`src/tmc_pkg.sv`:
```
// Shared constants for transceiver mode and tuning control
package tmc_pkg;
	// Mode codes
	localparam logic [2:0] TMC_MODE_SLEEP   = 3'h0;
	localparam logic [2:0] TMC_MODE_STANDBY = 3'h1;
	localparam logic [2:0] TMC_MODE_RX_BB   = 3'h2;
	localparam logic [2:0] TMC_MODE_RX_FS   = 3'h3;
	localparam logic [2:0] TMC_MODE_RX      = 3'h4;
	localparam logic [2:0] TMC_MODE_TX_FS   = 3'h6;
	localparam logic [2:0] TMC_MODE_TX      = 3'h7;
	localparam logic [2:0] TMC_MODE_RST     = TMC_MODE_STANDBY;
	// Device byte addresses
	localparam logic [4:0] TMC_ADDR_MATCH_CFG = 5'h06;
	localparam logic [4:0] TMC_ADDR_PAT0      = 5'h08;
	localparam logic [4:0] TMC_ADDR_PAT1      = 5'h09;
	localparam logic [4:0] TMC_ADDR_PAT2      = 5'h0a;
	localparam logic [4:0] TMC_ADDR_PAT3      = 5'h0b;
	localparam logic [4:0] TMC_ADDR_ALT_BW    = 5'h13;
	localparam logic [4:0] TMC_ADDR_HPF       = 5'h16;
	localparam logic [7:0] TMC_BYTE_RST       = 8'h00;
	// Field positions
	localparam int TMC_MATCH_EN_BIT  = 7;
	localparam int TMC_MATCH_LEN_LSB = 5;
	localparam int TMC_MATCH_TOL_LSB = 3;
	localparam int TMC_ALT_BW_BIT    = 2;
	localparam int TMC_HPF_LSB       = 3;
	// Bandwidth in 100 Hz units, HPF cutoff in Hz
	localparam logic [11:0] TMC_BW_STD [4] = '{12'd100, 12'd200, 12'd400, 12'd2000};
	localparam logic [11:0] TMC_BW_ALT [3] = '{12'd143, 12'd285, 12'd667};
	localparam logic [13:0] TMC_HPF_HZ [8] = '{14'd660, 14'd1480, 14'd1750, 14'd1960,
	                                          14'd2550, 14'd3340, 14'd5110, 14'd10200};
	// Strobe timing
	localparam int TMC_CLK_MHZ      = 50;
	localparam int TMC_STROBE_NS    = 2000;
	localparam int TMC_SETUP_NS     = 200;
	localparam int TMC_STROBE_CYC   = (TMC_STROBE_NS * TMC_CLK_MHZ + 999) / 1000;
	localparam int TMC_SETUP_CYC    = (TMC_SETUP_NS * TMC_CLK_MHZ + 999) / 1000;
	localparam int TMC_RD_WAIT_CYC  = 2;
	// Host register offsets and fields
	localparam logic [7:0] TMC_HOST_CTRL   = 8'h00;
	localparam logic [7:0] TMC_HOST_STATUS = 8'h04;
	localparam logic [7:0] TMC_HOST_REGACC = 8'h08;
	localparam int TMC_CTRL_GO_BIT    = 8;
	localparam int TMC_REGACC_WR_BIT  = 16;
	localparam int TMC_REGACC_ADR_LSB = 8;
	localparam logic [1:0] TMC_HTRANS_NONSEQ = 2'h2;
endpackage : tmc_pkg

```
`src/tmc_if.sv`:
```
// Link between the controller and the transceiver control logic
`timescale 1ns/1ps
interface tmc_if;
	logic [2:0] mode;
	logic       mode_en_n;
	logic       reg_we;
	logic [4:0] reg_addr;
	logic [7:0] reg_wdata;
	logic [7:0] reg_rdata;
	logic       match_n;
	modport dev  (input mode, mode_en_n, reg_we, reg_addr, reg_wdata, output reg_rdata, match_n);
	modport host (output mode, mode_en_n, reg_we, reg_addr, reg_wdata, input reg_rdata, match_n);
endinterface : tmc_if

```
`src/tmc_dev.sv`:
```
// Transceiver mode decode, supplementary tuning and pattern matcher
//
// Chosen here: the AHB-Lite register port.
`timescale 1ns/1ps
module tmc_dev
	import tmc_pkg::*;
#(
	parameter logic [11:0] ALT_BW3_100HZ = 12'd2000
) (
	input  wire logic        CLK,
	input  wire logic        RST_N,
	tmc_if.dev               LINK,
	input  wire logic        WAKEUP_BOOST_SEL,
	input  wire logic        BIT_SYNC_CLOCK,
	input  wire logic        RX_BIT,
	output logic [2:0]       MODE_APPLIED,
	output logic             XOSC_EN,
	output logic             SYNTH_EN,
	output logic             BASEBAND_EN,
	output logic             RX_EN,
	output logic             TX_EN,
	output logic             WAKE_STEPPED,
	output logic [11:0]      BW_100HZ,
	output logic [13:0]      HPF_HZ
);

	logic        en_n_prev_r;
	logic [2:0]  mode_r;
	logic [7:0]  match_cfg_r;
	logic [7:0]  pat_r [4];
	logic [7:0]  alt_bw_r;
	logic [7:0]  hpf_r;
	logic [7:0]  rdata_r;
	logic        bclk_prev_r;
	logic [31:0] shift_r;
	logic        match_n_r;

	////////////////////////////////////////////////////////////////////////////
	// Mode capture
	wire strobe_rise = !en_n_prev_r && LINK.mode_en_n;

	always_ff @(posedge CLK or negedge RST_N) begin
		if (!RST_N) begin
			en_n_prev_r <= 1'b1;
			mode_r      <= TMC_MODE_RST;
		end else begin
			en_n_prev_r <= LINK.mode_en_n;
			if (strobe_rise) begin
				mode_r <= LINK.mode;
			end
		end
	end

	wire xosc_nxt  = (mode_r != TMC_MODE_SLEEP);
	wire synth_nxt = (mode_r == TMC_MODE_RX_FS) || (mode_r == TMC_MODE_RX) ||
	                 (mode_r == TMC_MODE_TX_FS) || (mode_r == TMC_MODE_TX);
	wire bb_nxt    = (mode_r == TMC_MODE_RX_BB) || (mode_r == TMC_MODE_RX_FS) || (mode_r == TMC_MODE_RX);
	wire rx_nxt    = (mode_r == TMC_MODE_RX);
	wire tx_nxt    = (mode_r == TMC_MODE_TX);

	////////////////////////////////////////////////////////////////////////////
	// Register bank
	wire [1:0] bw_code  = 2'h0;
	wire       pat_sel  = (LINK.reg_addr[4:2] == TMC_ADDR_PAT0[4:2]);

	always_ff @(posedge CLK or negedge RST_N) begin
		if (!RST_N) begin
			match_cfg_r <= TMC_BYTE_RST;
			alt_bw_r    <= TMC_BYTE_RST;
			hpf_r       <= TMC_BYTE_RST;
			for (int i = 0; i < 4; i++) begin
				pat_r[i] <= TMC_BYTE_RST;
			end
		end else if (LINK.reg_we) begin
			if (LINK.reg_addr == TMC_ADDR_MATCH_CFG) begin
				match_cfg_r <= LINK.reg_wdata;
			end
			if (LINK.reg_addr == TMC_ADDR_ALT_BW) begin
				alt_bw_r <= LINK.reg_wdata;
			end
			if (LINK.reg_addr == TMC_ADDR_HPF) begin
				hpf_r <= LINK.reg_wdata;
			end
			if (pat_sel) begin
				pat_r[LINK.reg_addr[1:0]] <= LINK.reg_wdata;
			end
		end
	end

	wire [7:0] rdata_nxt = (LINK.reg_addr == TMC_ADDR_MATCH_CFG) ? match_cfg_r :
	                       (LINK.reg_addr == TMC_ADDR_ALT_BW)    ? alt_bw_r :
	                       (LINK.reg_addr == TMC_ADDR_HPF)       ? hpf_r :
	                       pat_sel                               ? pat_r[LINK.reg_addr[1:0]] : 8'h00;

	////////////////////////////////////////////////////////////////////////////
	// Tuning decode
	wire        alt_map  = alt_bw_r[TMC_ALT_BW_BIT];
	wire [1:0]  bw_sel   = match_cfg_r[1:0] & bw_code;
	wire [11:0] bw_nxt   = !alt_map ? TMC_BW_STD[bw_sel] :
	                       (bw_sel == 2'h3) ? ALT_BW3_100HZ : TMC_BW_ALT[bw_sel];
	wire [13:0] hpf_nxt  = TMC_HPF_HZ[hpf_r[TMC_HPF_LSB +: 3]];

	////////////////////////////////////////////////////////////////////////////
	// Pattern matcher
	function automatic logic [5:0] tmc_ones(input logic [31:0] v);
		logic [5:0] n;
		n = 6'h0;
		for (int i = 0; i < 32; i++) begin
			n = n + {5'h0, v[i]};
		end
		return n;
	endfunction : tmc_ones

	wire [1:0]  len_code = match_cfg_r[TMC_MATCH_LEN_LSB +: 2];
	wire [1:0]  tol_code = match_cfg_r[TMC_MATCH_TOL_LSB +: 2];
	wire [31:0] pat_word = {pat_r[0], pat_r[1], pat_r[2], pat_r[3]};
	wire [31:0] pat_ref  = pat_word >> {3'h3 - {1'b0, len_code}, 3'h0};
	wire [31:0] cmp_mask = 32'hffffffff >> {3'h3 - {1'b0, len_code}, 3'h0};
	wire [31:0] shift_nx = {shift_r[30:0], RX_BIT};
	wire [5:0]  err_cnt  = tmc_ones((shift_nx ^ pat_ref) & cmp_mask);
	wire        bclk_rise = !bclk_prev_r && BIT_SYNC_CLOCK;
	wire        hit      = match_cfg_r[TMC_MATCH_EN_BIT] && (err_cnt <= {4'h0, tol_code});

	always_ff @(posedge CLK or negedge RST_N) begin
		if (!RST_N) begin
			bclk_prev_r <= 1'b0;
			shift_r     <= 32'h0;
			match_n_r   <= 1'b1;
		end else begin
			bclk_prev_r <= BIT_SYNC_CLOCK;
			if (bclk_rise) begin
				shift_r   <= shift_nx;
				match_n_r <= !hit;
			end
		end
	end

	////////////////////////////////////////////////////////////////////////////
	// Output registers
	always_ff @(posedge CLK or negedge RST_N) begin
		if (!RST_N) begin
			rdata_r      <= 8'h00;
			MODE_APPLIED <= TMC_MODE_RST;
			XOSC_EN      <= 1'b1;
			SYNTH_EN     <= 1'b0;
			BASEBAND_EN  <= 1'b0;
			RX_EN        <= 1'b0;
			TX_EN        <= 1'b0;
			WAKE_STEPPED <= 1'b1;
			BW_100HZ     <= 12'h0;
			HPF_HZ       <= 14'h0;
		end else begin
			rdata_r      <= rdata_nxt;
			MODE_APPLIED <= mode_r;
			XOSC_EN      <= xosc_nxt;
			SYNTH_EN     <= synth_nxt;
			BASEBAND_EN  <= bb_nxt;
			RX_EN        <= rx_nxt;
			TX_EN        <= tx_nxt;
			WAKE_STEPPED <= !WAKEUP_BOOST_SEL;
			BW_100HZ     <= bw_nxt;
			HPF_HZ       <= hpf_nxt;
		end
	end

	assign LINK.reg_rdata = rdata_r;
	assign LINK.match_n   = match_n_r;

endmodule : tmc_dev

```
`src/flat_wrapper.sv`:
```
// flat-port wrapper written by rule: the top's interface ports become plain ports
module tmc_dev_flat import tmc_pkg::*;
#(
	parameter logic [11:0] ALT_BW3_100HZ = 12'd2000
)
  (CLK, RST_N, WAKEUP_BOOST_SEL, BIT_SYNC_CLOCK, RX_BIT, MODE_APPLIED, XOSC_EN, SYNTH_EN, BASEBAND_EN, RX_EN, TX_EN, WAKE_STEPPED, BW_100HZ, HPF_HZ, LINK_mode, LINK_mode_en_n, LINK_reg_we, LINK_reg_addr, LINK_reg_wdata, LINK_reg_rdata, LINK_match_n);
  tmc_if LINK_i ();
  input  wire logic CLK;
  input  wire logic RST_N;
  input  wire logic WAKEUP_BOOST_SEL;
  input  wire logic BIT_SYNC_CLOCK;
  input  wire logic RX_BIT;
  output logic [2:0] MODE_APPLIED;
  output logic XOSC_EN;
  output logic SYNTH_EN;
  output logic BASEBAND_EN;
  output logic RX_EN;
  output logic TX_EN;
  output logic WAKE_STEPPED;
  output logic [11:0] BW_100HZ;
  output logic [13:0] HPF_HZ;
  input wire logic [$bits(LINK_i.mode)-1:0] LINK_mode;
  input wire logic [$bits(LINK_i.mode_en_n)-1:0] LINK_mode_en_n;
  input wire logic [$bits(LINK_i.reg_we)-1:0] LINK_reg_we;
  input wire logic [$bits(LINK_i.reg_addr)-1:0] LINK_reg_addr;
  input wire logic [$bits(LINK_i.reg_wdata)-1:0] LINK_reg_wdata;
  output wire logic [$bits(LINK_i.reg_rdata)-1:0] LINK_reg_rdata;
  output wire logic [$bits(LINK_i.match_n)-1:0] LINK_match_n;
  assign LINK_i.mode = LINK_mode;
  assign LINK_i.mode_en_n = LINK_mode_en_n;
  assign LINK_i.reg_we = LINK_reg_we;
  assign LINK_i.reg_addr = LINK_reg_addr;
  assign LINK_i.reg_wdata = LINK_reg_wdata;
  assign LINK_reg_rdata = LINK_i.reg_rdata;
  assign LINK_match_n = LINK_i.match_n;
  tmc_dev #(.ALT_BW3_100HZ(ALT_BW3_100HZ)) u_core (.CLK(CLK), .RST_N(RST_N), .LINK(LINK_i), .WAKEUP_BOOST_SEL(WAKEUP_BOOST_SEL), .BIT_SYNC_CLOCK(BIT_SYNC_CLOCK), .RX_BIT(RX_BIT), .MODE_APPLIED(MODE_APPLIED), .XOSC_EN(XOSC_EN), .SYNTH_EN(SYNTH_EN), .BASEBAND_EN(BASEBAND_EN), .RX_EN(RX_EN), .TX_EN(TX_EN), .WAKE_STEPPED(WAKE_STEPPED), .BW_100HZ(BW_100HZ), .HPF_HZ(HPF_HZ));
endmodule
```
`config.mk`:
```
export PLATFORM = sky130hd
export DESIGN_NAME = tmc_dev_flat
export DESIGN_NICKNAME = d
export VERILOG_FILES = /design/src/tmc_pkg.sv /design/src/tmc_if.sv /design/src/tmc_dev.sv /design/src/flat_wrapper.sv
export SDC_FILE = /design/constraint.sdc
export NUM_CORES = 1
export LEC_CHECK = 0
export BUFFER_PORTS_ARGS = -buffer_cell sky130_fd_sc_hd__buf_2
export CORE_ASPECT_RATIO = 0.8
export CORE_MARGIN = 4
export CORE_UTILIZATION = 25
export DETAILED_ROUTE_END_ITERATION = 6
export GPL_TIMING_DRIVEN = 1
export SYNTH_ARGS = -nofsm -noshare
export SYNTH_HDL_FRONTEND = slang
export SYNTH_SLANG_ARGS = --single-unit
```
`constraint.sdc`:
```
create_clock -name CLK -period 14.15 [get_ports CLK]
set_input_delay 2.1225 -clock CLK [delete_from_list [all_inputs] [get_ports CLK]]
set_output_delay 2.1225 -clock CLK [all_outputs]
set_load 0.05 [all_outputs]
```
# Yosys cells after proc, flatten, opt, wreduce, memory -nomap -nowiden
# Memory sizes are Yosys's and may differ from the RTL's. A register that Yosys moved wholly into a read port is not among the register bits.
# Index checks and enable logic that the tools add are counted.
# totals
reg_bits	122
latchBits	0
mem_bits_rw	0
rom_bits	112
input_bits	23
output_inout_bits	44
wordCells	102
n_memories	1
# op_classes
n_addsub	32
mul	0
n_div	0
magnitude_cmp	3
n_eq_ne	9
shift	2
mux	11
n_bitwise	4
n_reduce_logical	19
# mem_list
name	words	word_bits	rd	rd_clocked_by_memory_dff	write_ports	line_no	text
(name not given)	8	14	1	1	0	tmc_dev.sv:101	wire [13:0] hpf_nxt = TMC_HPF_HZ[hpf_r[TMC_HPF_LSB +: 3]];
# ops
operator	count
adder 6 x 1 -> 6 bit	30
two-way mux 8 bit	8
bitwise AND 32 bit	1
bitwise mux 32 bit	1
>> shifter 32 x 6 -> 32 bit	1
>> shifter 32 x 6 -> 32 bit, first input constant	1
XOR 32 bit	1
binary-select mux 8 bit (select 2 bit)	1
demux 8 bit (select 2 bit)	1
equality test 5 bit, second input constant	2
equality test 3 x 2 -> 1 bit, second input constant	3
equality test 3 bit, second input constant	3
AND reduction 2 bit	4
less-or-equal comparator 6 x 2 -> 1 bit	1
equality test 5 x 3 -> 1 bit, second input constant	1
zero test 1 bit	5
logical OR 1 bit	5
logical AND 1 bit	4
NOT 3 -> 4 bit	1
greater-or-equal comparator 3 bit, second input constant	1
less-than comparator 3 x 1 -> 1 bit, second input constant	1
NOT 2 -> 3 bit	1
nonzero test 3 bit	1
subtractor 2 x 2 -> 3 bit, first input constant	1
adder 1 x 1 -> 2 bit	1

# Depth between registers and ports, before layout
# logic_depth
ltp_word	38
mapped_depth	23
depth_no_buf	21

# Worst setup path before layout
# No wires, ideal clock.
# synth_path
path_kind	input to register
start	in RX_BIT
end	reg u_core.match_n_r (netlist: u_core.LINK.match_n)
setup_ns	0.077
arrival_ns	7.486
required_time_ns	14.073
slack_ns	6.588
path_stages	19
n_path_buf	0
path_cell_list	xor2_1 -> ha_1 -> inv_1 -> fa_1 -> fa_1 -> inv_1 -> fa_1 -> fa_1 -> fa_1 -> fa_1 -> inv_1 -> fa_1 -> inv_1 -> fa_1 -> ha_1 -> nor2b_1 -> o21ai_0 -> a41oi_1 -> a21o_1
# synth_via
elab_chain_len	36
# synth_lines
element	line_no	text
start: declaration	flat_wrapper.sv:12	input wire logic RX_BIT;
XOR 32 bit	tmc_dev.sv:120	wire [5:0] err_cnt = tmc_ones((shift_nx ^ pat_ref) & cmp_mask);
bitwise AND 32 bit	tmc_dev.sv:120	
adder 1 x 1 -> 2 bit	tmc_dev.sv:109	n = n + {5'h0, v[i]};
adder 6 x 1 -> 6 bit (30 in a row)	tmc_dev.sv:109	
less-or-equal comparator 6 x 2 -> 1 bit	tmc_dev.sv:122	wire hit = match_cfg_r[TMC_MATCH_EN_BIT] && (err_cnt <= {4'h0, tol_code});
logical AND 1 bit	tmc_dev.sv:122	
zero test 1 bit	tmc_dev.sv:133	match_n_r <= !hit;
end signal: assignment	tmc_dev.sv:133	
end: declaration	tmc_dev.sv:36	logic match_n_r;
# No other way between the ends.
# A chain may end at the register's enable or synchronous reset.

# Worst setup path in the final report
# Same ends and word-level chain as after synthesis.

==> out/metrics.csv <==
metric,value,unit
cts_setup_buffers,0,
synth_cell_types,46,
ios,67,
fin_crit,7430,ps
nets,665,
drc_errors,0,
grt_pass1_vias,4448,
drive_gt1_share,31.0,%
io_buffers,60,
skew,10.5,ps
worstSetupPathType,in -> reg,
max_slew_margin,41.9,%
place_hpwl,11500,um
synth_enable_flop_cells,0,
start_util,25.7,%
crit_path_frequent_cell,fa_1,
path_cells,buf_2 > xor2_1 > ha_1 > inv_1 > fa_1 > fa_1 > inv_1 > fa_1 > fa_1 > fa_1 > fa_1 > inv_1 > fa_1 > inv_1 > fa_1 > ha_1 > nor2b_1 > o21ai_0 > a41oi_1 > a21o_1,
vias,4225,
hold_buffers,0,
grt_use_total,10.9,%
crit_required,14500,ps
finalWeightedCongestion,0.834,
total_power,2.21,mW
slowest_stage,fa_1,
cp-end-kind,register,
grt_first_pass_wirelength,25300,um
n_fill_cell,2648,
vdd_drop_max,0.249,mV
drv_slew,0,
numClockSinks,126,
numCtsBuffers,17,
netlist.area_leader.share,44.0,%
tritoncts,done,
insertedDiodeCount,0,
async_flop_share,100,%
clkSlewWorstSetupHoldPaths,60,ps
syn_area,0.00683,sq mm
die_w,193,um
powerDensity,272,mW/mm^2
p_leak,3.74,nW
die_area,0.0300,sq mm
hold_path.class,reg -> reg,
cts_root_buffer,clkbuf_16,
coreArea,0.0266,sq mm
syn_inst,550,
grt_setup_unrepaired,false,
critical_path.max_stage_delay,550,ps
antenna_found_initial,0,
synthTopCellsByArea,"dfrtp_1 (44%), mux2_2 (13%), mux2i_1 (7.3%), fa_1 (7.0%), xnor2_1 (3.6%)",
status,finished clean,
first_pass_iters,4,
setup_viol,0,
routed_wirelength,15800,um
drt_iter0_drc,223,
critPathLaunchType,input port,
setup_tns,0,ps
max_cap_viol_count,0,
crit_fanout,2,
arrival,7780,ps
post-route-period-util,52.5,%
viasPerCell,4.34,
hold_viol_final,0,
rows,53,
area_delta_synth_final,18.6,%
die_y,156,um
critPathTopFamily,adder cells,
synth_top_area_cell,dfrtp_1,
ys_ff_latch,126,
ctsLongestPathBuffers,2,
synth_ff_type,dfrtp_1,
cts_resized,0,
grt.overflow.total,0,
wl_per_cell,16.2,um
worst_slew_pin_slew,870,ps
fmax,135,MHz
antenna_left,0,
cts.htree.levels,4,
syn_avg_cell_area,12.4,sq um
clk-insertion-delay-late,420,ps
yosysWarnings,0,
synth-seq-area-share,46.3,%
cp_num_buf_inv,5,
grt_max_degree,66,
[cells in the final DEF (no fill, tap or decap), drive strengths merged, types with 15 or more instances in the layout]
cell	n
clkbuf	20
mux2	87
xnor2	28
dfrtp	120
fa	24
buf	64
nand2	26
inv	36
nor2	15
o21ai	27
mux2i	50
ha	15
[state kept, by name, summed over array words and instances, names as in the netlist, 3 cells and up]
| register | count |
|---|---|
| u_core.BW_100HZ | 3 |
| u_core.HPF_HZ | 13 |
| u_core.LINK.reg_rdata | 8 |
| u_core.MODE_APPLIED | 3 |
| u_core.alt_bw_r | 8 |
| u_core.hpf_r | 8 |
| u_core.match_cfg_r | 8 |
| u_core.mode_r | 3 |
| u_core.pat_r | 32 |
| u_core.shift_r | 31 |
[cell usage after synthesis, types with 2 or more instances]
cell type / n
conb_1: 2
buf_6: 4
a22o_1: 8
buf_2: 9
o22a_1: 8
ha_1: 15
inv_1: 33
buf_4: 10
xnor2_1: 28
nand3b_1: 2
nor2_1: 14
nor2b_1: 6
nand2b_1: 3
nand2_1: 26
and2_1: 11
fa_1: 24
nand4b_1: 2
mux2_4: 8
buf_1: 2
mux2i_1: 50
clkbuf_1: 9
dfstp_2: 6
mux2_2: 79
o21ai_0: 26
dfrtp_1: 120
a21oi_1: 14
xor2_1: 12
[kinds of logic (layout without fill, tap and decap cells)]
kind of cell | count (synthesis) | count (layout) | share of synthesized area, %
compound gates | 61 | 61 | 5.50
xor+xnor | 40 | 40 | 5.13
fa+ha+maj | 39 | 39 | 9.78
buf+inv | 68 | 129 | 4.91
flops | 126 | 126 | 46.3
mux | 137 | 137 | 22.1
other cells | 2 | 7 | 0.110
simple gates | 77 | 77 | 6.19
[area by class of cell]
class / count / area, sq um / area share, %
sequential: 126 / 3160 / 39.0
clock buffer: 20 / 447 / 5.52
clock inverter: 12 / 230 / 2.84
timing repair buffer: 64 / 337 / 4.16
inverter: 33 / 124 / 1.53
multi-input combinational: 361 / 3350 / 41.4
tap: 357 / 447 / 5.52
[power by group]
group          internal [mW]  leakage (nW)  total [mW]  switching, mW
sequential             0.435          1.58       0.511         0.0757
clock                  0.337         0.322       0.505          0.168
combinational          0.537          1.83        1.19          0.652
[final timing paths]
kind                       cells past startpoint                   from  slack (ps)                      to
hold / removal                                 0       u_core.mode_r[0]         410  u_core.MODE_APPLIED[0]
setup reg to reg                              21  u_core.match_cfg_r[5]        7230     u_core.LINK.match_n
max in group asynchronous                      2                  RST_N       11270  u_core.MODE_APPLIED[1]
setup / recovery                              20                 RX_BIT        6720     u_core.LINK.match_n
hold reg to reg                                0       u_core.mode_r[0]         410  u_core.MODE_APPLIED[0]
min in group asynchronous                      1                  RST_N        1680      u_core.bclk_prev_r
[per-stage QoR]
step | area, sq um | std cells | hold WS [ps] | utilization, % | setup WS [ps]
2_1_floorplan | 6850 | 555 | 372 | - | 6590
3_3_place_gp | 7420 | 941 | 402 | 27.9 | 6320
3_5_place_dp | 7420 | 941 | 401 | 27.9 | 6280
4_1_cts | 8100 | 973 | 411 | 30.5 | 6710
5_1_grt | 8100 | 973 | 417 | 30.5 | 6470
6_report | 8100 | 973 | 407 | 30.5 | 6720
[worst reg2reg max path, cell delays in order (launching register included)]
cell	delay (ps)
dfrtp_1	690
mux2i_1	420
mux2i_1	180
xor2_1	180
ha_1	290
inv_1	50
fa_1	510
fa_1	550
inv_1	50
fa_1	500
fa_1	520
fa_1	520
fa_1	550
inv_1	60
fa_1	430
inv_1	90
fa_1	410
ha_1	300
nor2b_1	130
o21ai_0	140
a41oi_1	140
a21o_1	180
[metal layers]
layer	vias up	global-route usage, %	wire [um]
met2	63	16.7	7400
met5	-	0	0
li1	1977	-	-
met1	2170	15.2	7570
met3	15	2.75	528
met4	0	3.60	267
No activity file was read; power rests on OpenSTA's default activity.
